### src/common/ift_pkg.sv
/*
 shared constants and carrier types of the fifo threshold and event
 clear block: register byte addresses, flag positions, widths and the
 packed state record.
 assumes a 32-bit axi4-lite register bus and one controller clock.
*/
package ift_pkg;
   // ------------------------------------------------------------
   // register byte addresses
   // ------------------------------------------------------------
   localparam logic [31:0] ADDR_RAW_EVENT_STATUS = 32'h5000_1534;
   localparam logic [31:0] ADDR_RECEIVE_LEVEL = 32'h5000_1538;
   localparam logic [31:0] ADDR_TRANSMIT_LEVEL = 32'h5000_153c;
   localparam logic [31:0] ADDR_CLEAR_ALL = 32'h5000_1540;
   localparam logic [31:0] ADDR_CLEAR_RX_UNDER = 32'h5000_1544;
   localparam logic [31:0] ADDR_CLEAR_RX_OVER = 32'h5000_1548;
   localparam logic [31:0] ADDR_CLEAR_TX_OVER = 32'h5000_154c;
   localparam logic [31:0] ADDR_CLEAR_RD_REQ = 32'h5000_1550;
   localparam logic [31:0] ADDR_CLEAR_TX_ABORT = 32'h5000_1554;
   localparam logic [31:0] ADDR_CLEAR_SEND_DONE = 32'h5000_1558;
   localparam logic [31:0] ADDR_CLEAR_BUSY_SEEN = 32'h5000_155c;
   localparam logic [31:0] ADDR_ABORT_CAUSE = 32'h5000_1580;

   // ------------------------------------------------------------
   // field positions and widths
   // ------------------------------------------------------------
   localparam int TRIG_W = 5;
   localparam int FLAG_W = 9;
   localparam int CAUSE_W = 16;
   localparam int REG_W = 16;
   localparam int BIT_RX_UNDER = 0;
   localparam int BIT_RX_OVER = 1;
   localparam int BIT_RX_FULL = 2;
   localparam int BIT_TX_OVER = 3;
   localparam int BIT_TX_EMPTY = 4;
   localparam int BIT_RD_REQ = 5;
   localparam int BIT_TX_ABORT = 6;
   localparam int BIT_SEND_DONE = 7;
   localparam int BIT_BUSY_SEEN = 8;
   localparam int BIT_CAUSE_KEEP = 9;

   // ------------------------------------------------------------
   // reset values, tx top setting and bus answers
   // ------------------------------------------------------------
   localparam logic [TRIG_W-1:0] RX_TRIG_RESET = 5'h00;
   localparam logic [TRIG_W-1:0] TX_TRIG_RESET = 5'h00;
   localparam logic [TRIG_W-1:0] TX_TRIG_TOP = 5'h03;
   localparam logic [1:0] RESP_OKAY = 2'h0;
   localparam logic [1:0] RESP_SLVERR = 2'h2;

   // one-cycle event pulses from the controller core
   typedef struct packed {
      logic rx_under;
      logic rx_over;
      logic tx_over;
      logic rd_req;
      logic tx_abort;
      logic send_done;
      logic busy_seen;
   } ift_evt_type;

   // whole state of the block
   typedef struct packed {
      logic [TRIG_W-1:0] receive_level_trigger;
      logic [TRIG_W-1:0] transmit_level_trigger;
      logic [FLAG_W-1:0] raw_flags;
      logic [CAUSE_W-1:0] abort_cause_record;
      logic tx_flush;
      logic aw_got;
      logic w_got;
      logic [31:0] awaddr;
      logic [31:0] wdata;
      logic [3:0] wstrb;
      logic bvalid;
      logic [1:0] bresp;
      logic rvalid;
      logic [1:0] rresp;
      logic [31:0] rdata;
   } ift_state_type;

   localparam ift_state_type STATE_RESET = '{
      receive_level_trigger: RX_TRIG_RESET,
      transmit_level_trigger: TX_TRIG_RESET,
      default: '0};
endpackage

### src/hdl/ift_event_clear.sv
/*
 fifo threshold registers and read-to-clear event flags of an i2c
 controller, reached over axi4-lite.
 assumes the controller core runs on aclk, gives its fifo levels,
 enable and activity as levels, and its events as one-cycle pulses.
*/
// Decided for this implementation: the AXI4-Lite register port.
// Contract
// - rx trigger in bits 4:0, level at or above
// - rx trigger setting plus one entries
// - tx trigger in bits 4:0, level at or below
// - tx setting 0 is zero, 3 is four
// - clear-all read clears soft flags and cause
// - clear-all leaves hardware level flags alone
// - underflow clear read clears bit 0
// - overflow clear read clears bit 1
// - tx overflow clear read clears bit 3
// - read request clear read clears bit 5
// - abort clear read clears bit 6, cause
// - abort clear read releases flushed tx fifo
// - send done clear read clears bit 7
// - busy clear read clears bit 8 when idle
// - busy flag kept while still active
// - busy flag self clears when disabled idle
// - rx level flag drops below trigger, disabled
// - abort flushes tx fifo until cleared
// - read request holds clock low till cleared
module ift_event_clear
   import ift_pkg::*;
#(
   parameter int LEVEL_W = 6
) (
   // clock, reset, enable
   input wire logic aclk,
   input wire logic aresetn,
   input wire logic clk_en,
   // axi4-lite write address
   input wire logic [31:0] s_axi_awaddr,
   input wire logic s_axi_awvalid,
   output logic s_axi_awready,
   // axi4-lite write data
   input wire logic [31:0] s_axi_wdata,
   input wire logic [3:0] s_axi_wstrb,
   input wire logic s_axi_wvalid,
   output logic s_axi_wready,
   // axi4-lite write response
   output logic [1:0] s_axi_bresp,
   output logic s_axi_bvalid,
   input wire logic s_axi_bready,
   // axi4-lite read address
   input wire logic [31:0] s_axi_araddr,
   input wire logic s_axi_arvalid,
   output logic s_axi_arready,
   // axi4-lite read data
   output logic [31:0] s_axi_rdata,
   output logic [1:0] s_axi_rresp,
   output logic s_axi_rvalid,
   input wire logic s_axi_rready,
   // controller core levels
   input wire logic core_enabled,
   input wire logic core_active,
   input wire logic [LEVEL_W-1:0] rx_fifo_level,
   input wire logic [LEVEL_W-1:0] tx_fifo_level,
   // controller core events
   input wire ift_evt_type core_events,
   input wire logic [CAUSE_W-1:0] abort_cause_set,
   input wire logic abort_cause_keep,
   // towards the controller core
   output logic tx_fifo_flush,
   output logic scl_hold_low,
   output logic intr_combined,
   output logic [FLAG_W-1:0] raw_event_status
);

   // ------------------------------------------------------------
   // state record
   // ------------------------------------------------------------
   ift_state_type s;
   ift_state_type next_s;

   // ------------------------------------------------------------
   // level flags and helpers
   // ------------------------------------------------------------
   logic [LEVEL_W-1:0] rx_trig_level;
   logic [LEVEL_W-1:0] tx_trig_level;
   logic [LEVEL_W-1:0] tx_seen_level;
   logic rx_full;
   logic tx_empty;
   logic idle_off;
   logic [FLAG_W-1:0] set_vec;
   logic [FLAG_W-1:0] full_flags;

   // rx trigger is the setting plus one entry
   assign rx_trig_level = LEVEL_W'(s.receive_level_trigger) +
                          LEVEL_W'(1);

   // tx setting 3 stands for four entries, lower settings as written
   // settings above 3 are compared as written, with no meaning
   always_comb begin
      if (s.transmit_level_trigger == TX_TRIG_TOP) begin
         tx_trig_level = LEVEL_W'(TX_TRIG_TOP) + LEVEL_W'(1);
      end else begin
         tx_trig_level = LEVEL_W'(s.transmit_level_trigger);
      end
   end

   // a flushed or disabled tx fifo looks empty
   assign tx_seen_level = (s.tx_flush || !core_enabled) ?
                          '0 : tx_fifo_level;

   // rx level flag drops by itself and when the controller is disabled
   assign rx_full = core_enabled &&
                    (rx_fifo_level >= rx_trig_level);

   // tx low water only counts while the state machines run
   assign tx_empty = (core_enabled || core_active) &&
                     (tx_seen_level <= tx_trig_level);

   // disabled and quiet: hardware may drop the under, over and busy sticky flags
   assign idle_off = !core_enabled && !core_active;

   // event pulses placed at their flag positions
   always_comb begin
      set_vec = '0;
      // pulses last one cycle, nothing is held here
      set_vec[BIT_RX_UNDER] = core_events.rx_under;
      set_vec[BIT_RX_OVER] = core_events.rx_over;
      set_vec[BIT_TX_OVER] = core_events.tx_over;
      set_vec[BIT_RD_REQ] = core_events.rd_req;
      set_vec[BIT_TX_ABORT] = core_events.tx_abort;
      set_vec[BIT_SEND_DONE] = core_events.send_done;
      set_vec[BIT_BUSY_SEEN] = core_events.busy_seen;
   end

   // sticky flags merged with the live level flags
   always_comb begin
      full_flags = s.raw_flags;
      full_flags[BIT_RX_FULL] = rx_full;
      full_flags[BIT_TX_EMPTY] = tx_empty;
   end

   // ------------------------------------------------------------
   // bus handshakes
   // ------------------------------------------------------------
   // readies drop with clk_en so no beat is taken while frozen
   assign s_axi_awready = clk_en && !s.bvalid && !s.aw_got;
   assign s_axi_wready = clk_en && !s.bvalid && !s.w_got;
   assign s_axi_arready = clk_en && !s.rvalid;

   // answers come straight from the state record
   assign s_axi_bvalid = s.bvalid;
   assign s_axi_bresp = s.bresp;
   assign s_axi_rvalid = s.rvalid;
   assign s_axi_rresp = s.rresp;
   assign s_axi_rdata = s.rdata;

   // ------------------------------------------------------------
   // next state
   // ------------------------------------------------------------
   logic aw_take;
   logic w_take;
   logic ar_take;
   logic do_write;
   logic [31:0] wr_addr;
   logic [31:0] wr_data;
   logic [3:0] wr_strb;
   logic [FLAG_W-1:0] clr_vec;
   logic [FLAG_W-1:0] hw_clr;
   logic [CAUSE_W-1:0] cause_clr;
   logic flush_release;
   logic [REG_W-1:0] rd_word;
   logic [1:0] rd_resp;

   // a beat moves where valid meets ready
   assign aw_take = s_axi_awvalid && s_axi_awready;
   assign w_take = s_axi_wvalid && s_axi_wready;
   assign ar_take = s_axi_arvalid && s_axi_arready;

   // either half may come first; the write waits for both
   assign do_write = (s.aw_got || aw_take) && (s.w_got || w_take);

   // a half taken earlier comes from the record, else from the pins
   assign wr_addr = s.aw_got ? s.awaddr : s_axi_awaddr;
   assign wr_data = s.w_got ? s.wdata : s_axi_wdata;
   assign wr_strb = s.w_got ? s.wstrb : s_axi_wstrb;

   // ------------------------------------------------------------
   // read decode
   // ------------------------------------------------------------
   // read decode: answer word and the clears the read causes
   always_comb begin
      rd_word = '0;
      rd_resp = RESP_OKAY;
      clr_vec = '0;
      cause_clr = '0;
      flush_release = 1'b0;
      case (s_axi_araddr)
         ADDR_RAW_EVENT_STATUS: begin
            rd_word = REG_W'(full_flags);
         end
         ADDR_RECEIVE_LEVEL: begin
            rd_word = REG_W'(s.receive_level_trigger);
         end
         ADDR_TRANSMIT_LEVEL: begin
            rd_word = REG_W'(s.transmit_level_trigger);
         end
         ADDR_ABORT_CAUSE: begin
            rd_word = s.abort_cause_record;
         end
         ADDR_CLEAR_ALL: begin
            // level flags bits 2 and 4 are never in clr_vec
            rd_word[0] = |full_flags;
            clr_vec = '1;
            clr_vec[BIT_RX_FULL] = 1'b0;
            clr_vec[BIT_TX_EMPTY] = 1'b0;
            clr_vec[BIT_BUSY_SEEN] = !core_active;
            cause_clr = '1;
            flush_release = 1'b1;
         end
         ADDR_CLEAR_RX_UNDER: begin
            rd_word[0] = s.raw_flags[BIT_RX_UNDER];
            clr_vec[BIT_RX_UNDER] = 1'b1;
         end
         ADDR_CLEAR_RX_OVER: begin
            rd_word[0] = s.raw_flags[BIT_RX_OVER];
            clr_vec[BIT_RX_OVER] = 1'b1;
         end
         ADDR_CLEAR_TX_OVER: begin
            rd_word[0] = s.raw_flags[BIT_TX_OVER];
            clr_vec[BIT_TX_OVER] = 1'b1;
         end
         ADDR_CLEAR_RD_REQ: begin
            rd_word[0] = s.raw_flags[BIT_RD_REQ];
            clr_vec[BIT_RD_REQ] = 1'b1;
         end
         ADDR_CLEAR_TX_ABORT: begin
            rd_word[0] = s.raw_flags[BIT_TX_ABORT];
            clr_vec[BIT_TX_ABORT] = 1'b1;
            cause_clr = '1;
            // the same read reopens the flushed tx fifo
            flush_release = 1'b1;
         end
         ADDR_CLEAR_SEND_DONE: begin
            rd_word[0] = s.raw_flags[BIT_SEND_DONE];
            clr_vec[BIT_SEND_DONE] = 1'b1;
         end
         ADDR_CLEAR_BUSY_SEEN: begin
            rd_word[0] = s.raw_flags[BIT_BUSY_SEEN];
            // while active the read reports but keeps the flag
            clr_vec[BIT_BUSY_SEEN] = !core_active;
         end
         default: begin
            rd_resp = RESP_SLVERR;
         end
      endcase
      // the kept cause bit survives both clearing reads
      if (abort_cause_keep) begin
         cause_clr[BIT_CAUSE_KEEP] = 1'b0;
      end
      // a read only clears when it is really taken
      if (!ar_take) begin
         clr_vec = '0;
         cause_clr = '0;
         flush_release = 1'b0;
      end
   end

   // hardware clears of the under, over and busy sticky flags once disabled and quiet
   always_comb begin
      hw_clr = '0;
      // the two live level bits need no clearing here
      hw_clr[BIT_RX_UNDER] = idle_off;
      hw_clr[BIT_RX_OVER] = idle_off;
      hw_clr[BIT_TX_OVER] = idle_off;
      hw_clr[BIT_BUSY_SEEN] = idle_off;
   end

   // one copy of the state filled here, registered below
   always_comb begin
      next_s = s;

      // sticky flags: a set in the clearing cycle wins
      next_s.raw_flags = set_vec |
                         (s.raw_flags & ~clr_vec & ~hw_clr);
      // level bits are rebuilt live, never stored
      next_s.raw_flags[BIT_RX_FULL] = 1'b0;
      next_s.raw_flags[BIT_TX_EMPTY] = 1'b0;

      // abort cause bits, new causes beat the clear
      next_s.abort_cause_record = abort_cause_set |
         (s.abort_cause_record & ~cause_clr);

      // tx fifo stays flushed from abort until released
      next_s.tx_flush = core_events.tx_abort ||
                        (s.tx_flush && !flush_release);

      // write address and data, either order
      if (aw_take && !do_write) begin
         next_s.aw_got = 1'b1;
         next_s.awaddr = s_axi_awaddr;
      end
      if (w_take && !do_write) begin
         next_s.w_got = 1'b1;
         next_s.wdata = s_axi_wdata;
         next_s.wstrb = s_axi_wstrb;
      end

      // perform the write once both halves are here
      if (do_write) begin
         next_s.aw_got = 1'b0;
         next_s.w_got = 1'b0;
         next_s.bvalid = 1'b1;
         next_s.bresp = RESP_OKAY;
         case (wr_addr)
            ADDR_RECEIVE_LEVEL: begin
               // values above 3 are stored but not meaningful
               if (wr_strb[0]) begin
                  next_s.receive_level_trigger =
                     wr_data[TRIG_W-1:0];
               end
            end
            ADDR_TRANSMIT_LEVEL: begin
               // the whole field sits in the low byte lane
               if (wr_strb[0]) begin
                  next_s.transmit_level_trigger =
                     wr_data[TRIG_W-1:0];
               end
            end
            // read-only words take the write without effect
            ADDR_RAW_EVENT_STATUS, ADDR_ABORT_CAUSE, ADDR_CLEAR_ALL,
            ADDR_CLEAR_RX_UNDER, ADDR_CLEAR_RX_OVER,
            ADDR_CLEAR_TX_OVER, ADDR_CLEAR_RD_REQ,
            ADDR_CLEAR_TX_ABORT, ADDR_CLEAR_SEND_DONE,
            ADDR_CLEAR_BUSY_SEEN: begin
               next_s.bresp = RESP_OKAY;
            end
            default: begin
               next_s.bresp = RESP_SLVERR;
            end
         endcase
      end else if (s.bvalid && s_axi_bready) begin
         next_s.bvalid = 1'b0;
      end

      // read answer registered one edge after the address
      if (ar_take) begin
         next_s.rvalid = 1'b1;
         next_s.rresp = rd_resp;
         next_s.rdata = {16'h0000, rd_word};
      end else if (s.rvalid && s_axi_rready) begin
         next_s.rvalid = 1'b0;
      end
   end

   // state register, frozen while clk_en is low
   // reset does not wait for clk_en, so a frozen block still clears
   always_ff @(posedge aclk) begin
      if (!aresetn) begin
         s <= STATE_RESET;
      end else if (clk_en) begin
         s <= next_s;
      end
   end

   // ------------------------------------------------------------
   // outputs to the core
   // ------------------------------------------------------------
   // a disabled controller also keeps its tx fifo flushed
   assign tx_fifo_flush = s.tx_flush || !core_enabled;
   // clock stretched while the read request waits for software
   assign scl_hold_low = s.raw_flags[BIT_RD_REQ];
   // level flags are live, so these two follow the inputs at once
   assign intr_combined = |full_flags;
   assign raw_event_status = full_flags;

endmodule

### config.mk
export PLATFORM = sky130hd
export DESIGN_NAME = ift_event_clear
export DESIGN_NICKNAME = d
export VERILOG_FILES = /design/src/common/ift_pkg.sv /design/src/hdl/ift_event_clear.sv
export SDC_FILE = /design/constraint.sdc
export NUM_CORES = 1
export LEC_CHECK = 0
export ABC_AREA = 1
export BUFFER_PORTS_ARGS = -buffer_cell sky130_fd_sc_hd__buf_2
export CAP_MARGIN = 10
export CELL_PAD_IN_SITES_DETAIL_PLACEMENT = 0
export CELL_PAD_IN_SITES_GLOBAL_PLACEMENT = 1
export CORE_UTILIZATION = 31
export CTS_BUF_LIST = sky130_fd_sc_hd__clkbuf_4 sky130_fd_sc_hd__clkbuf_8
export DETAILED_ROUTE_END_ITERATION = 10
export GPL_TIMING_DRIVEN = 1
export PLACE_DENSITY = 0.77
export RECOVER_POWER = 100
export REMOVE_ABC_BUFFERS = 1
export SYNTH_ARGS = -nofsm -noshare
export SYNTH_HDL_FRONTEND = slang
export SYNTH_SLANG_ARGS = --single-unit
### constraint.sdc
create_clock -name aclk -period 2.1 [get_ports aclk]
set_clock_uncertainty 0.2 [all_clocks]
set_input_delay 0.21 -clock aclk [delete_from_list [all_inputs] [get_ports aclk]]
set_output_delay 0.21 -clock aclk [all_outputs]
set_load 0.01 [all_outputs]
==> flow_summary.html, run 1 <==
<table>
<tr><th>Metric</th><th>Value</th></tr>
<tr><th colspan="2">Run status</th></tr>
<tr><td>Outcome</td><td>finished with violations</td></tr>
<tr><td>Violations in the final reports</td><td>setup timing</td></tr>
<tr><th colspan="2">Min path</th></tr>
<tr><td>Origin of the worst min-delay path</td><td>core_active</td></tr>
<tr><td>Worst hold-check path type</td><td>input pin to flip-flop</td></tr>
<tr><td>Hold path cells</td><td>5</td></tr>
<tr><td>Endpoint with the worst hold slack</td><td>raw_event_status[8]$_SDFFE_PN0P_</td></tr>
<tr><th colspan="2">Synthesis</th></tr>
<tr><td>Yosys cell types</td><td>40</td></tr>
<tr><td>Cell area after synthesis</td><td>approximately 5600 µm²</td></tr>
<tr><td>Commonest cells post-synth</td><td>sky130_fd_sc_hd__nand2_1, sky130_fd_sc_hd__nor2_1, sky130_fd_sc_hd__dfxtp_1, sky130_fd_sc_hd__inv_1, sky130_fd_sc_hd__a21oi_1</td></tr>
<tr><td>Leading post-synthesis cells by cell area</td><td>sky130_fd_sc_hd__dfxtp_1, sky130_fd_sc_hd__nand2_1, sky130_fd_sc_hd__nor2_1, sky130_fd_sc_hd__a21oi_1, sky130_fd_sc_hd__inv_1</td></tr>
<tr><td>Post-synth top area cell</td><td>sky130_fd_sc_hd__dfxtp_1</td></tr>
<tr><td>Most frequently used flop master after synthesis</td><td>sky130_fd_sc_hd__dfxtp_1</td></tr>
<tr><td>Synthesized netlist cell count</td><td>868</td></tr>
<tr><td>Synthesis-stage register bit count</td><td>94</td></tr>
<tr><td>Asr flop ratio synth</td><td>0%</td></tr>
<tr><td>Yosys top cell area share</td><td>roughly 34%</td></tr>
<tr><td>Post-Syn Area per Cell</td><td>about 6.4 µm²</td></tr>
<tr><td>Synthesis warning total</td><td>0</td></tr>
<tr><td>Count leader, synth</td><td>sky130_fd_sc_hd__nand2_1</td></tr>
<tr><td>Number of flops mapped to enable cells by yosys</td><td>0</td></tr>
<tr><td>Post-synthesis sequential area ratio</td><td>33.9%</td></tr>
<tr><th colspan="2">Timing</th></tr>
<tr><td>Timing-limited maximum frequency</td><td>399 MHz</td></tr>
<tr><td>Post-route worst hold slack</td><td>45.4 ps</td></tr>
<tr><td>Max Slew Vio Count</td><td>0</td></tr>
<tr><td>Number of endpoints with negative hold slack in the final report</td><td>0</td></tr>
<tr><td>Post-Route Setup TNS</td><td>-1500 ps</td></tr>
<tr><td>Transition time at the pin with the least slew margin</td><td>837 ps</td></tr>
<tr><td>Setup violators final</td><td>9</td></tr>
<tr><td>Final critical delay including setup and external delays</td><td>2500 ps</td></tr>
<tr><td>Worst Setup Slack, final</td><td>-404 ps</td></tr>
<tr><td>Worst rel slew slack</td><td>~44%</td></tr>
<tr><td>RSZ-0062 raised after global routing</td><td>true</td></tr>
<tr><td>Final cycle utilization of the critical path</td><td>119%</td></tr>
<tr><th colspan="2">Clock tree</th></tr>
<tr><td>Clock insertion delay at the later pin of the skew report</td><td>roughly 380 ps</td></tr>
<tr><td>H-Tree Depth</td><td>3</td></tr>
<tr><td>Root Buffer Master</td><td>sky130_fd_sc_hd__clkbuf_8</td></tr>
<tr><td>CTS sink cnt</td><td>94</td></tr>
<tr><td>Clk buf depth</td><td>2</td></tr>
<tr><td>CTS tree</td><td>yes</td></tr>
<tr><td>Cts bufs inserted</td><td>9</td></tr>
<tr><td>Clock transition at the registers of the reported paths</td><td>around 90 ps</td></tr>
<tr><th colspan="2">Floorplanning</th></tr>
<tr><td>Number of placement rows</td><td>48</td></tr>
<tr><td>Die width</td><td>136 µm</td></tr>
<tr><td>Number of top-level design ports</td><td>199</td></tr>
<tr><td>Placeable core region</td><td>~17000 µm²</td></tr>
<tr><td>Die Footprint</td><td>18400 µm²</td></tr>
<tr><td>Die extent in y</td><td>136 µm</td></tr>
<tr><td>Initial Utilization</td><td>31.9%</td></tr>
<tr><th colspan="2">Routing</th></tr>
<tr><td>Routed wirelength normalized by instance count</td><td>around 13 µm</td></tr>
<tr><td>Vias per cell</td><td>~4.5</td></tr>
<tr><td>Number of search-and-repair iterations in the first detailed-routing pass</td><td>5</td></tr>
<tr><td>Detailed-route DRC error count</td><td>0</td></tr>
<tr><td>Antenna viol nets, final</td><td>0</td></tr>
<tr><td>Vias post-DR</td><td>5954</td></tr>
<tr><td>Post-detailed-routing wire length</td><td>16.9 mm</td></tr>
<tr><td>Iteration-0 DRC Markers</td><td>slightly below 300</td></tr>
<tr><th colspan="2">Final layout</th></tr>
<tr><td>Multi-input gate area in the final layout</td><td>3000 µm²</td></tr>
<tr><td>Fraction of final layout cells with drive strength greater than 1</td><td>22.7%</td></tr>
<tr><td>Post-route standard cell area excluding fillers</td><td>7560 µm²</td></tr>
<tr><td>FF/Latch Area</td><td>between 1500 and 2000 µm²</td></tr>
<tr><td>Area growth from synthesis to layout</td><td>36.2%</td></tr>
<tr><td>Antenna cells</td><td>0</td></tr>
<tr><td>Final non-filler cell total</td><td>1313</td></tr>
<tr><td>Number of nets in the layout</td><td>1241</td></tr>
<tr><td>Fillers</td><td>1900</td></tr>
<tr><th colspan="2">Power and ir drop</th></tr>
<tr><td>Max IR drop VDD</td><td>280 µV</td></tr>
<tr><td>Leakage power of the design</td><td>between 3 and 4 nW</td></tr>
<tr><td>Power density over the cells</td><td>546 nW/µm²</td></tr>
<tr><th colspan="2">Placed design</th></tr>
<tr><td>Number of placed instances, taps included</td><td>1228</td></tr>
<tr><td>Count of input and output buffers</td><td>150</td></tr>
<tr><td>Routability-driven placement congestion ratio</td><td>roughly 0.86</td></tr>
<tr><td>DP Worst Slack</td><td>-149 ps</td></tr>
<tr><td>Detailed placement HPWL</td><td>12.4 mm</td></tr>
<tr><td>Placed inst area</td><td>6530 µm²</td></tr>
<tr><th colspan="2">Global route</th></tr>
<tr><td>Number of global-route vias before repair</td><td>5507</td></tr>
<tr><td>GR Util All Layers</td><td>18.4%</td></tr>
<tr><td>Maximum number of pins on one net before global-route repair</td><td>between 50 and 60</td></tr>
<tr><td>Number of antenna violations at the first check in global routing</td><td>0</td></tr>
<tr><td>Global-route wire length before repair</td><td>26.6 mm</td></tr>
<tr><td>Total global routing overflow</td><td>0</td></tr>
<tr><th colspan="2">Critical path</th></tr>
<tr><td>Crit-path leading delay family</td><td>adder cells</td></tr>
<tr><td>Worst R2R Setup Slack</td><td>-330 ps</td></tr>
<tr><td>CP max stage delay</td><td>360 ps</td></tr>
<tr><td>Reg2reg end</td><td>s_axi_rdata[0]$_SDFFE_PN0P_</td></tr>
<tr><td>Worst-case reg-to-reg path depth</td><td>17</td></tr>
<tr><td>Crit Reg-Reg Startpoint</td><td>s[139]$_SDFFE_PN0P_</td></tr>
<tr><td>Cell-by-cell trace of the critical path</td><td>ha_4, nand3_2, xor2_1, inv_1, ha_1, nand2_1, inv_1, a21oi_2, nand2_2, a21oi_2, nand2_2, buf_6</td></tr>
<tr><td>CP endpoint kind</td><td>output port</td></tr>
<tr><td>Critical Path Source Type</td><td>flip-flop</td></tr>
<tr><td>Buffers plus inverters on the worst setup path</td><td>3</td></tr>
<tr><td>Critical Path AT</td><td>between 2000 and 2500 ps</td></tr>
<tr><td>Maximum fanout count along the critical path</td><td>2</td></tr>
<tr><td>Critical path's slowest cell</td><td>sky130_fd_sc_hd__dfxtp_4</td></tr>
<tr><td>Worst endpoint required time</td><td>1690 ps</td></tr>
<tr><td>Startpoint-to-endpoint class of the critical path</td><td>flip-flop to output port</td></tr>
<tr><th colspan="2">Job</th></tr>
<tr><td>Max-cap viol count</td><td>0</td></tr>
</table>
-- worst min-delay path, stage by stage --
cell	delay, ps
sky130_fd_sc_hd__buf_2	110
sky130_fd_sc_hd__nor2_1	50
sky130_fd_sc_hd__nand2_1	50
sky130_fd_sc_hd__nand3_1	50
sky130_fd_sc_hd__a21oi_1	110
-- state kept, by name (all words and copies together) (netlist names) --
name              flops
s_axi_rresp           1
s_axi_bvalid          1
s_axi_rdata          16
s_axi_rvalid          1
s                    67
raw_event_status      7
s_axi_bresp           1
-- metal layers --
layer / GRT usage (%) / share of wire [%] / up-vias
li1: - / - / 3115
met1: 24.0 / 48 / 2638
met2: 30.7 / 45 / 181
met3: 3.37 / 5.6 / 20
met4: 5.62 / 1.7 / 0
met5: 0 / 0 / -
-- placed cells by master, fill, tap and decap left out, types with 4 or more instances in the layout --
| cell | Yosys | routed |
|---|---|---|
| sky130_fd_sc_hd__inv_1 | 94 | 87 |
| sky130_fd_sc_hd__clkbuf_1 | 19 | 31 |
| sky130_fd_sc_hd__nand4_1 | 18 | 18 |
| sky130_fd_sc_hd__clkbuf_8 | 0 | 13 |
| sky130_fd_sc_hd__o21ai_1 | 12 | 14 |
| sky130_fd_sc_hd__o21ai_0 | 70 | 68 |
| sky130_fd_sc_hd__nand2_2 | 4 | 16 |
| sky130_fd_sc_hd__conb_1 | 1 | 18 |
| sky130_fd_sc_hd__a21oi_1 | 71 | 69 |
| sky130_fd_sc_hd__buf_6 | 3 | 5 |
| sky130_fd_sc_hd__dfxtp_1 | 94 | 86 |
| sky130_fd_sc_hd__ha_1 | 12 | 10 |
| sky130_fd_sc_hd__inv_2 | 1 | 8 |
| sky130_fd_sc_hd__buf_2 | 6 | 114 |
| sky130_fd_sc_hd__dfxtp_2 | 0 | 7 |
| sky130_fd_sc_hd__dlygate4sd3_1 | 0 | 65 |
| sky130_fd_sc_hd__nor2_1 | 145 | 139 |
| sky130_fd_sc_hd__nor2_2 | 3 | 4 |
| sky130_fd_sc_hd__nor3_1 | 5 | 6 |
| sky130_fd_sc_hd__nand3_1 | 23 | 21 |
| sky130_fd_sc_hd__or2_2 | 6 | 6 |
| sky130_fd_sc_hd__clkbuf_2 | 0 | 4 |
| sky130_fd_sc_hd__nor2_4 | 1 | 6 |
| sky130_fd_sc_hd__buf_4 | 45 | 38 |
| sky130_fd_sc_hd__nand2_1 | 208 | 196 |
-- per-stage QoR --
stage | total power, mW | utilization, %
CTS | 4.14 | 42.8
global route | 4.36 | 43.4
detailed placement | 2.71 | 37.5
floorplan | 2.37 | -
global placement | 2.71 | 37.5
finish | 4.13 | 43.4
-- power breakdown --
group	internal (mW)	total, mW	switching, mW
clock	0.677	1.33	0.654
combinational	0.378	0.837	0.459
sequential	1.89	1.96	0.0730
total	2.94	4.13	1.19
-- worst max path at each step --
stage	end	start	cells after the start
finish	intr_combined	s[139]$_SDFFE_PN0P_	12
global route	intr_combined	s[139]$_SDFFE_PN0P_	12
CTS	intr_combined	s[139]$_SDFFE_PN0P_	12
detailed placement	s_axi_rdata[0]$_SDFFE_PN0P_	s[139]$_SDFFE_PN0P_	15
global placement	s_axi_rdata[0]$_SDFFE_PN0P_	s[139]$_SDFFE_PN0P_	15
floorplan	s[102]$_SDFFE_PN0P_	s[107]$_SDFFE_PN0P_	6
-- cells by family after synthesis --
family	Yosys count	share of synthesized area (%)
AND/OR/NAND/NOR	421	31.9
buffers and inverters	174	15.7
AO/OA/AOI/OAI	160	14.7
flip-flops	94	33.9
adder cells (fa/ha/maj)	12	2.71
XOR/XNOR	3	0.473
multiplexers	3	0.541
other	1	0.0676
-- area by class of cell --
cell class,instances,share of cell area [%]
Clock buffer,13,2.37
Clock inverter,3,0.530
Inverter,99,5.12
Multi-Input combinational cell,617,39.7
Sequential cell,94,25.1
Tap cell,225,3.73
Timing Repair Buffer,262,23.5
-- what timing repair did --
action                                  in CTS  in global routing
endpoints found under the hold margin       64                  0
hold buffers                                65                  0
setup buffers                                3                  4
endpoints found under the setup margin       9                 16
gates resized for setup                     14                 51
pin swaps                                    9                 13
No activity file was read; power rests on OpenSTA's default activity.
==> inputs of run 2 (changes only) <==
CORE_MARGIN = 2   (was not set)
==> flow_summary.html, run 2 (same netlist as run 1, synthesis figures left out) <==
<table>
<tr><th>Metric</th><th>Value</th></tr>
<tr><th colspan="2">Timing</th></tr>
<tr><td>Worst Setup Slack, final</td><td>-446 ps</td></tr>
<tr><td>Worst rel slew slack</td><td>39.6%</td></tr>
<tr><td>Post-Route Setup TNS</td><td>-2120 ps</td></tr>
<tr><td>Transition time at the pin with the least slew margin</td><td>roughly 910 ps</td></tr>
<tr><td>Max Slew Vio Count</td><td>0</td></tr>
<tr><td>Timing-limited maximum frequency</td><td>just under 400 MHz</td></tr>
<tr><td>RSZ-0062 raised after global routing</td><td>true</td></tr>
<tr><td>Final cycle utilization of the critical path</td><td>121%</td></tr>
<tr><td>Number of endpoints with negative hold slack in the final report</td><td>0</td></tr>
<tr><td>Final critical delay including setup and external delays</td><td>2550 ps</td></tr>
<tr><td>Setup violators final</td><td>12</td></tr>
<tr><th colspan="2">Floorplanning</th></tr>
<tr><td>Initial Utilization</td><td>31.9%</td></tr>
<tr><td>Die Footprint</td><td>19000 µm²</td></tr>
<tr><td>Number of placement rows</td><td>48</td></tr>
<tr><td>Placeable core region</td><td>approximately 17000 µm²</td></tr>
<tr><td>Die width</td><td>roughly 140 µm</td></tr>
<tr><td>Die extent in y</td><td>between 100 and 150 µm</td></tr>
<tr><td>Number of top-level design ports</td><td>199</td></tr>
<tr><th colspan="2">Critical path</th></tr>
<tr><td>Worst-case reg-to-reg path depth</td><td>17</td></tr>
<tr><td>Startpoint-to-endpoint class of the critical path</td><td>flip-flop to output port</td></tr>
<tr><td>CP endpoint kind</td><td>output port</td></tr>
<tr><td>Critical Path Source Type</td><td>flip-flop</td></tr>
<tr><td>Maximum fanout count along the critical path</td><td>2</td></tr>
<tr><td>Worst endpoint required time</td><td>1690 ps</td></tr>
<tr><td>Critical Path AT</td><td>2140 ps</td></tr>
<tr><th colspan="2">Clock tree</th></tr>
<tr><td>H-Tree Depth</td><td>3</td></tr>
<tr><td>CTS tree</td><td>yes</td></tr>
<tr><td>Root Buffer Master</td><td>sky130_fd_sc_hd__clkbuf_8</td></tr>
<tr><td>Clock insertion delay at the later pin of the skew report</td><td>roughly 380 ps</td></tr>
<tr><td>Cts bufs inserted</td><td>9</td></tr>
<tr><td>Clk buf depth</td><td>2</td></tr>
<tr><td>CTS sink cnt</td><td>94</td></tr>
<tr><td>Clock transition at the registers of the reported paths</td><td>around 90 ps</td></tr>
<tr><th colspan="2">Routing</th></tr>
<tr><td>Antenna viol nets, final</td><td>0</td></tr>
<tr><td>Number of search-and-repair iterations in the first detailed-routing pass</td><td>5</td></tr>
<tr><td>Detailed-route DRC error count</td><td>0</td></tr>
<tr><td>Post-detailed-routing wire length</td><td>17.2 mm</td></tr>
<tr><td>Vias per cell</td><td>about 4.5</td></tr>
<tr><td>Routed wirelength normalized by instance count</td><td>~13 µm</td></tr>
<tr><td>Iteration-0 DRC Markers</td><td>291</td></tr>
<tr><td>Vias post-DR</td><td>between 5000 and 6000</td></tr>
<tr><th colspan="2">Final layout</th></tr>
<tr><td>FF/Latch Area</td><td>1890 µm²</td></tr>
<tr><td>Final non-filler cell total</td><td>1317</td></tr>
<tr><td>Most flops, register</td><td>s</td></tr>
<tr><td>Fillers</td><td>about 1900</td></tr>
<tr><td>Flip-flop count of the largest register after layout</td><td>67</td></tr>
<tr><td>Multi-input gate area in the final layout</td><td>2990 µm²</td></tr>
<tr><td>Number of nets in the layout</td><td>1246</td></tr>
<tr><td>Area growth from synthesis to layout</td><td>35.3%</td></tr>
<tr><td>Commonest non-fill, non-tap cell in the layout</td><td>sky130_fd_sc_hd__nand2_1</td></tr>
<tr><td>Fraction of final layout cells with drive strength greater than 1</td><td>a little over a fifth</td></tr>
<tr><td>Antenna cells</td><td>0</td></tr>
<tr><td>Commonest cells after routing, fill and taps aside</td><td>sky130_fd_sc_hd__nand2_1, sky130_fd_sc_hd__nor2_1, sky130_fd_sc_hd__buf_2</td></tr>
<tr><th colspan="2">Power and ir drop</th></tr>
<tr><td>Power density over the cells</td><td>540 nW/µm²</td></tr>
<tr><td>Max IR drop VDD</td><td>365 µV</td></tr>
<tr><td>Leakage power of the design</td><td>between 3 and 4 nW</td></tr>
<tr><th colspan="2">Global route</th></tr>
<tr><td>Number of global-route vias before repair</td><td>5448</td></tr>
<tr><td>Total global routing overflow</td><td>0</td></tr>
<tr><td>Number of antenna violations at the first check in global routing</td><td>0</td></tr>
<tr><td>Met3 usage in global routing</td><td>under 10%</td></tr>
<tr><td>GR Util All Layers</td><td>between 10% and 20%</td></tr>
<tr><td>GR peak layer</td><td>met2</td></tr>
<tr><td>Maximum number of pins on one net before global-route repair</td><td>59</td></tr>
<tr><td>Routing usage on met1</td><td>23.2%</td></tr>
<tr><td>GRT met2 Usage</td><td>29.0%</td></tr>
<tr><td>Global-route wire length before repair</td><td>26.1 mm</td></tr>
<tr><th colspan="2">Placed design</th></tr>
<tr><td>Detailed placement HPWL</td><td>12.7 mm</td></tr>
<tr><td>Count of input and output buffers</td><td>150</td></tr>
<tr><td>Number of placed instances, taps included</td><td>about 1200</td></tr>
<tr><td>DP Worst Slack</td><td>-172 ps</td></tr>
<tr><td>Routability-driven placement congestion ratio</td><td>0.877</td></tr>
<tr><th colspan="2">Min path</th></tr>
<tr><td>Hold path cells</td><td>5</td></tr>
<tr><td>Worst hold-check path type</td><td>input pin to flip-flop</td></tr>
<tr><th colspan="2">Job</th></tr>
<tr><td>Max-cap viol count</td><td>0</td></tr>
<tr><th colspan="2">Run status</th></tr>
<tr><td>Outcome</td><td>finished with violations</td></tr>
<tr><td>Violations in the final reports</td><td>setup timing</td></tr>
</table>
## run 2: where the power goes
part           switching [mW]  internal, mW
logic                   0.462         0.377
clock network           0.654         0.604
registers              0.0674          1.89
total                    1.18          2.87
## run 2: stage by stage
step                      utilization, %  instance area, µm²  hold slack, ps  power (mW)
after floorplan                        -                5120             131        2.37
after global placement              37.7                6560             247        2.72
after detailed placement            37.7                6560             251        2.72
after CTS                           42.8                7450            47.4        4.09
after global routing                43.1                7510            74.8        4.29
final                               43.1                7510            75.5        4.05
## run 2: timing repair
action / in CTS / in global routing
hold buffers: 64 / 0
endpoints found under the setup margin: 6 / 17
gates resized for setup: 8 / 48
hold endpoints to repair: 64 / 0
pin swaps: 7 / 19
buffers inserted: 3 / 4
gates cloned: 0 / 0
## run 2: layer usage
| metal | vias up | wire, µm | part of all wire [%] |
|---|---|---|---|
| met1 | 2593 | 8040 | 47 |
| li1 | 3123 | - | - |
| met4 | 0 | 312 | 1.8 |
| met3 | 22 | 1050 | 6.1 |
| met5 | - | 0 | 0 |
| met2 | 173 | 7790 | 45 |
## run 2: layout make-up
class | count | area share (%)
tap | 225 | 3.75
multi-input combinational | 617 | 39.8
clock inverter | 3 | 0.600
timing repair buffer | 267 | 23.7
clock buffer | 12 | 2.03
inverter | 99 | 5.05
sequential | 94 | 25.1
## run 2: final timing paths
path	slack [ps]	to	from
hold reg to reg	260	s_axi_rdata[10]$_SDFFE_PN0P_	s[119]$_SDFFE_PN0P_
setup reg to reg	-380	s_axi_rdata[0]$_SDFFE_PN0P_	s[139]$_SDFFE_PN0P_
hold / removal	80	raw_event_status[8]$_SDFFE_PN0P_	core_active
setup / recovery	-450	intr_combined	s[139]$_SDFFE_PN0P_
## run 2: worst max-delay path, cell delays in order (launching register included)
cell and delay, ps:
sky130_fd_sc_hd__dfxtp_2 370, sky130_fd_sc_hd__ha_4 140, sky130_fd_sc_hd__nand3_2 70, sky130_fd_sc_hd__xor2_1 140, sky130_fd_sc_hd__inv_1 60, sky130_fd_sc_hd__ha_1 290
sky130_fd_sc_hd__nand2_1 70, sky130_fd_sc_hd__inv_1 50, sky130_fd_sc_hd__a21oi_2 130, sky130_fd_sc_hd__nand2_2 80, sky130_fd_sc_hd__a21oi_2 130, sky130_fd_sc_hd__nand2_2 90
sky130_fd_sc_hd__buf_6 130
==> inputs of run 3 (changes only) <==
CELL_PAD_IN_SITES_DETAIL_PLACEMENT = 1   (was 0)
==> flow_summary.html, run 3 (same netlist as run 1, synthesis figures left out) <==
<table>
<tr><th>Metric</th><th>Value</th></tr>
<tr><th colspan="2">Critical path</th></tr>
<tr><td>Buffers plus inverters on the worst setup path</td><td>3</td></tr>
<tr><td>Reg2reg end</td><td>s_axi_rdata[0]$_SDFFE_PN0P_</td></tr>
<tr><td>Number of cells on the critical path</td><td>12</td></tr>
<tr><td>Crit-path leading delay family</td><td>adder cells</td></tr>
<tr><td>CP max stage delay</td><td>370 ps</td></tr>
<tr><td>CP endpoint kind</td><td>output port</td></tr>
<tr><td>Worst R2R Setup Slack</td><td>-280 ps</td></tr>
<tr><td>Cell-by-cell trace of the critical path</td><td>ha_4, nand3_2, xor2_1, inv_1, ha_4, nand2_4, inv_2, a21oi_2, nand2_2, a21oi_2, nand2_2, buf_6</td></tr>
<tr><td>Worst endpoint required time</td><td>1690 ps</td></tr>
<tr><td>Worst-case reg-to-reg path depth</td><td>16</td></tr>
<tr><td>Crit path to</td><td>intr_combined</td></tr>
<tr><td>Crit Reg-Reg Startpoint</td><td>s[139]$_SDFFE_PN0P_</td></tr>
<tr><td>Critical Path Source Type</td><td>flip-flop</td></tr>
<tr><td>Critical Path AT</td><td>2110 ps</td></tr>
<tr><td>Startpoint-to-endpoint class of the critical path</td><td>flip-flop to output port</td></tr>
<tr><td>Critical path's slowest cell</td><td>sky130_fd_sc_hd__dfxtp_4</td></tr>
<tr><td>Worst setup path startpoint</td><td>s[139]$_SDFFE_PN0P_</td></tr>
<tr><td>Maximum fanout count along the critical path</td><td>2</td></tr>
<tr><th colspan="2">Global route</th></tr>
<tr><td>Total global routing overflow</td><td>0</td></tr>
<tr><td>GR Util All Layers</td><td>21.3%</td></tr>
<tr><td>Number of global-route vias before repair</td><td>6421</td></tr>
<tr><td>Number of antenna violations at the first check in global routing</td><td>0</td></tr>
<tr><td>Global-route wire length before repair</td><td>31.4 mm</td></tr>
<tr><td>Maximum number of pins on one net before global-route repair</td><td>59</td></tr>
<tr><th colspan="2">Routing</th></tr>
<tr><td>Routed wirelength normalized by instance count</td><td>15.4 µm</td></tr>
<tr><td>Detailed-route DRC error count</td><td>0</td></tr>
<tr><td>Vias post-DR</td><td>6248</td></tr>
<tr><td>Post-detailed-routing wire length</td><td>approximately 20 mm</td></tr>
<tr><td>Antenna viol nets, final</td><td>0</td></tr>
<tr><td>Number of search-and-repair iterations in the first detailed-routing pass</td><td>4</td></tr>
<tr><td>Iteration-0 DRC Markers</td><td>289</td></tr>
<tr><td>Vias per cell</td><td>4.74</td></tr>
<tr><th colspan="2">Floorplanning</th></tr>
<tr><td>Number of placement rows</td><td>48</td></tr>
<tr><td>Die Footprint</td><td>19000 µm²</td></tr>
<tr><td>Placeable core region</td><td>17400 µm²</td></tr>
<tr><td>Initial Utilization</td><td>31.9%</td></tr>
<tr><td>Number of top-level design ports</td><td>199</td></tr>
<tr><td>Die extent in y</td><td>between 100 and 150 µm</td></tr>
<tr><td>Die width</td><td>approximately 140 µm</td></tr>
<tr><th colspan="2">Final layout</th></tr>
<tr><td>Commonest non-fill, non-tap cell in the layout</td><td>sky130_fd_sc_hd__nand2_1</td></tr>
<tr><td>Antenna cells</td><td>0</td></tr>
<tr><td>Most flops, register</td><td>s</td></tr>
<tr><td>Area growth from synthesis to layout</td><td>37.3%</td></tr>
<tr><td>Fillers</td><td>2321</td></tr>
<tr><td>Final design utilization</td><td>between 40% and 50%</td></tr>
<tr><td>Number of nets in the layout</td><td>roughly 1200</td></tr>
<tr><td>Fraction of final layout cells with drive strength greater than 1</td><td>22.9%</td></tr>
<tr><td>Commonest cells after routing, fill and taps aside</td><td>sky130_fd_sc_hd__nand2_1, sky130_fd_sc_hd__nor2_1, sky130_fd_sc_hd__buf_2</td></tr>
<tr><td>Flip-flop count of the largest register after layout</td><td>67</td></tr>
<tr><th colspan="2">Timing</th></tr>
<tr><td>Transition time at the pin with the least slew margin</td><td>933 ps</td></tr>
<tr><td>Final critical delay including setup and external delays</td><td>2520 ps</td></tr>
<tr><td>RSZ-0062 raised after global routing</td><td>true</td></tr>
<tr><td>Max Slew Vio Count</td><td>0</td></tr>
<tr><td>Timing-limited maximum frequency</td><td>396 MHz</td></tr>
<tr><td>Worst Setup Slack, final</td><td>-424 ps</td></tr>
<tr><td>Number of endpoints with negative hold slack in the final report</td><td>0</td></tr>
<tr><td>Worst rel slew slack</td><td>37.8%</td></tr>
<tr><td>Final cycle utilization of the critical path</td><td>120%</td></tr>
<tr><td>Setup violators final</td><td>14</td></tr>
<tr><th colspan="2">Power and ir drop</th></tr>
<tr><td>Power density over the cells</td><td>572 nW/µm²</td></tr>
<tr><td>Leakage power of the design</td><td>3.53 nW</td></tr>
<tr><td>Total chip power</td><td>4.36 mW</td></tr>
<tr><td>Max IR drop VDD</td><td>around 330 µV</td></tr>
<tr><th colspan="2">Clock tree</th></tr>
<tr><td>Root Buffer Master</td><td>sky130_fd_sc_hd__clkbuf_8</td></tr>
<tr><td>CTS tree</td><td>yes</td></tr>
<tr><td>H-Tree Depth</td><td>3</td></tr>
<tr><td>Clock transition at the registers of the reported paths</td><td>100 ps</td></tr>
<tr><td>CTS sink cnt</td><td>between 90 and 100</td></tr>
<tr><td>Cts bufs inserted</td><td>9</td></tr>
<tr><td>Clk buf depth</td><td>2</td></tr>
<tr><td>Clock insertion delay at the later pin of the skew report</td><td>390 ps</td></tr>
<tr><th colspan="2">Placed design</th></tr>
<tr><td>Count of input and output buffers</td><td>150</td></tr>
<tr><td>Routability-driven placement congestion ratio</td><td>between 0.8 and 0.9</td></tr>
<tr><td>Detailed placement HPWL</td><td>14.1 mm</td></tr>
<tr><td>DP Worst Slack</td><td>-231 ps</td></tr>
<tr><th colspan="2">Job</th></tr>
<tr><td>Max-cap viol count</td><td>0</td></tr>
<tr><th colspan="2">Min path</th></tr>
<tr><td>Worst hold-check path type</td><td>input pin to flip-flop</td></tr>
<tr><td>Hold path cells</td><td>5</td></tr>
<tr><th colspan="2">Run status</th></tr>
<tr><td>Violations in the final reports</td><td>setup timing</td></tr>
<tr><td>Outcome</td><td>finished with violations</td></tr>
</table>
## run 3: cell types whose count changed in the layout (fill, tap and decap cells not counted), moves of 3 or more
cell and change:
sky130_fd_sc_hd__nor2_1 +4, sky130_fd_sc_hd__inv_2 +4, sky130_fd_sc_hd__nor2_2 -4, sky130_fd_sc_hd__buf_4 -4, sky130_fd_sc_hd__inv_1 -4, sky130_fd_sc_hd__buf_6 +3
## run 3: repair_timing
item                       CTS  global route
pin swaps                   19            14
resized for setup           39            35
hold buffers                64             0
hold endpoints to repair    64             0
setup buffers                6             2
setup endpoints to repair    7            17
## run 3: final cells by class
type | instances | area (µm²) | share of cell area, %
Tap cell | 225 | 282 | 3.69
Inverter | 99 | 379 | 4.98
Clock inverter | 7 | 120 | 1.58
Sequential cell | 94 | 1890 | 24.8
Multi-Input combinational cell | 617 | 3040 | 39.9
Clock buffer | 9 | 124 | 1.63
Timing Repair Buffer | 267 | 1790 | 23.4
## run 3: tightest hold or removal path, cell delays in order
cell and delay [ps]:
sky130_fd_sc_hd__buf_2 110, sky130_fd_sc_hd__nor2_1 70, sky130_fd_sc_hd__nand2_1 60, sky130_fd_sc_hd__nand3_1 60, sky130_fd_sc_hd__a21oi_1 120
## run 3: worst min-delay path by stage
stage / start / to / slack (ps)
after CTS: core_active / raw_event_status[8]$_SDFFE_PN0P_ / 40
after global placement: s[124]$_SDFFE_PN0P_ / s_axi_rdata[15]$_SDFFE_PN0P_ / 250
final: core_active / raw_event_status[8]$_SDFFE_PN0P_ / 80
after floorplan: aresetn / s[134]$_SDFFE_PN0P_ / 130
after detailed placement: s[121]$_SDFFE_PN0P_ / s_axi_rdata[12]$_SDFFE_PN0P_ / 250
after global routing: core_active / raw_event_status[8]$_SDFFE_PN0P_ / 110
## run 3: report_power, final
group	internal (mW)	total [mW]	switching, mW
Sequential	1.89	1.96	0.0710
Clock	0.798	1.52	0.726
Combinational	0.380	0.876	0.496
## run 3: routing by layer
metal	part of all wire (%)	GRT usage (%)
met4	2.0	7.71
met1	43	25.5
met2	50	38.4
met3	4.9	3.13
met5	0	0
## run 3: per-stage QoR
stage	std cells	setup TNS (ps)	instance area (µm²)	hold slack, ps
global placement	1232	-382	6560	247
CTS	1317	-1720	7630	36.8
floorplan	810	-12090	5120	131
detailed placement	1232	-926	6560	251
finish	1318	-2070	7620	81.1
global route	1318	-4810	7620	110
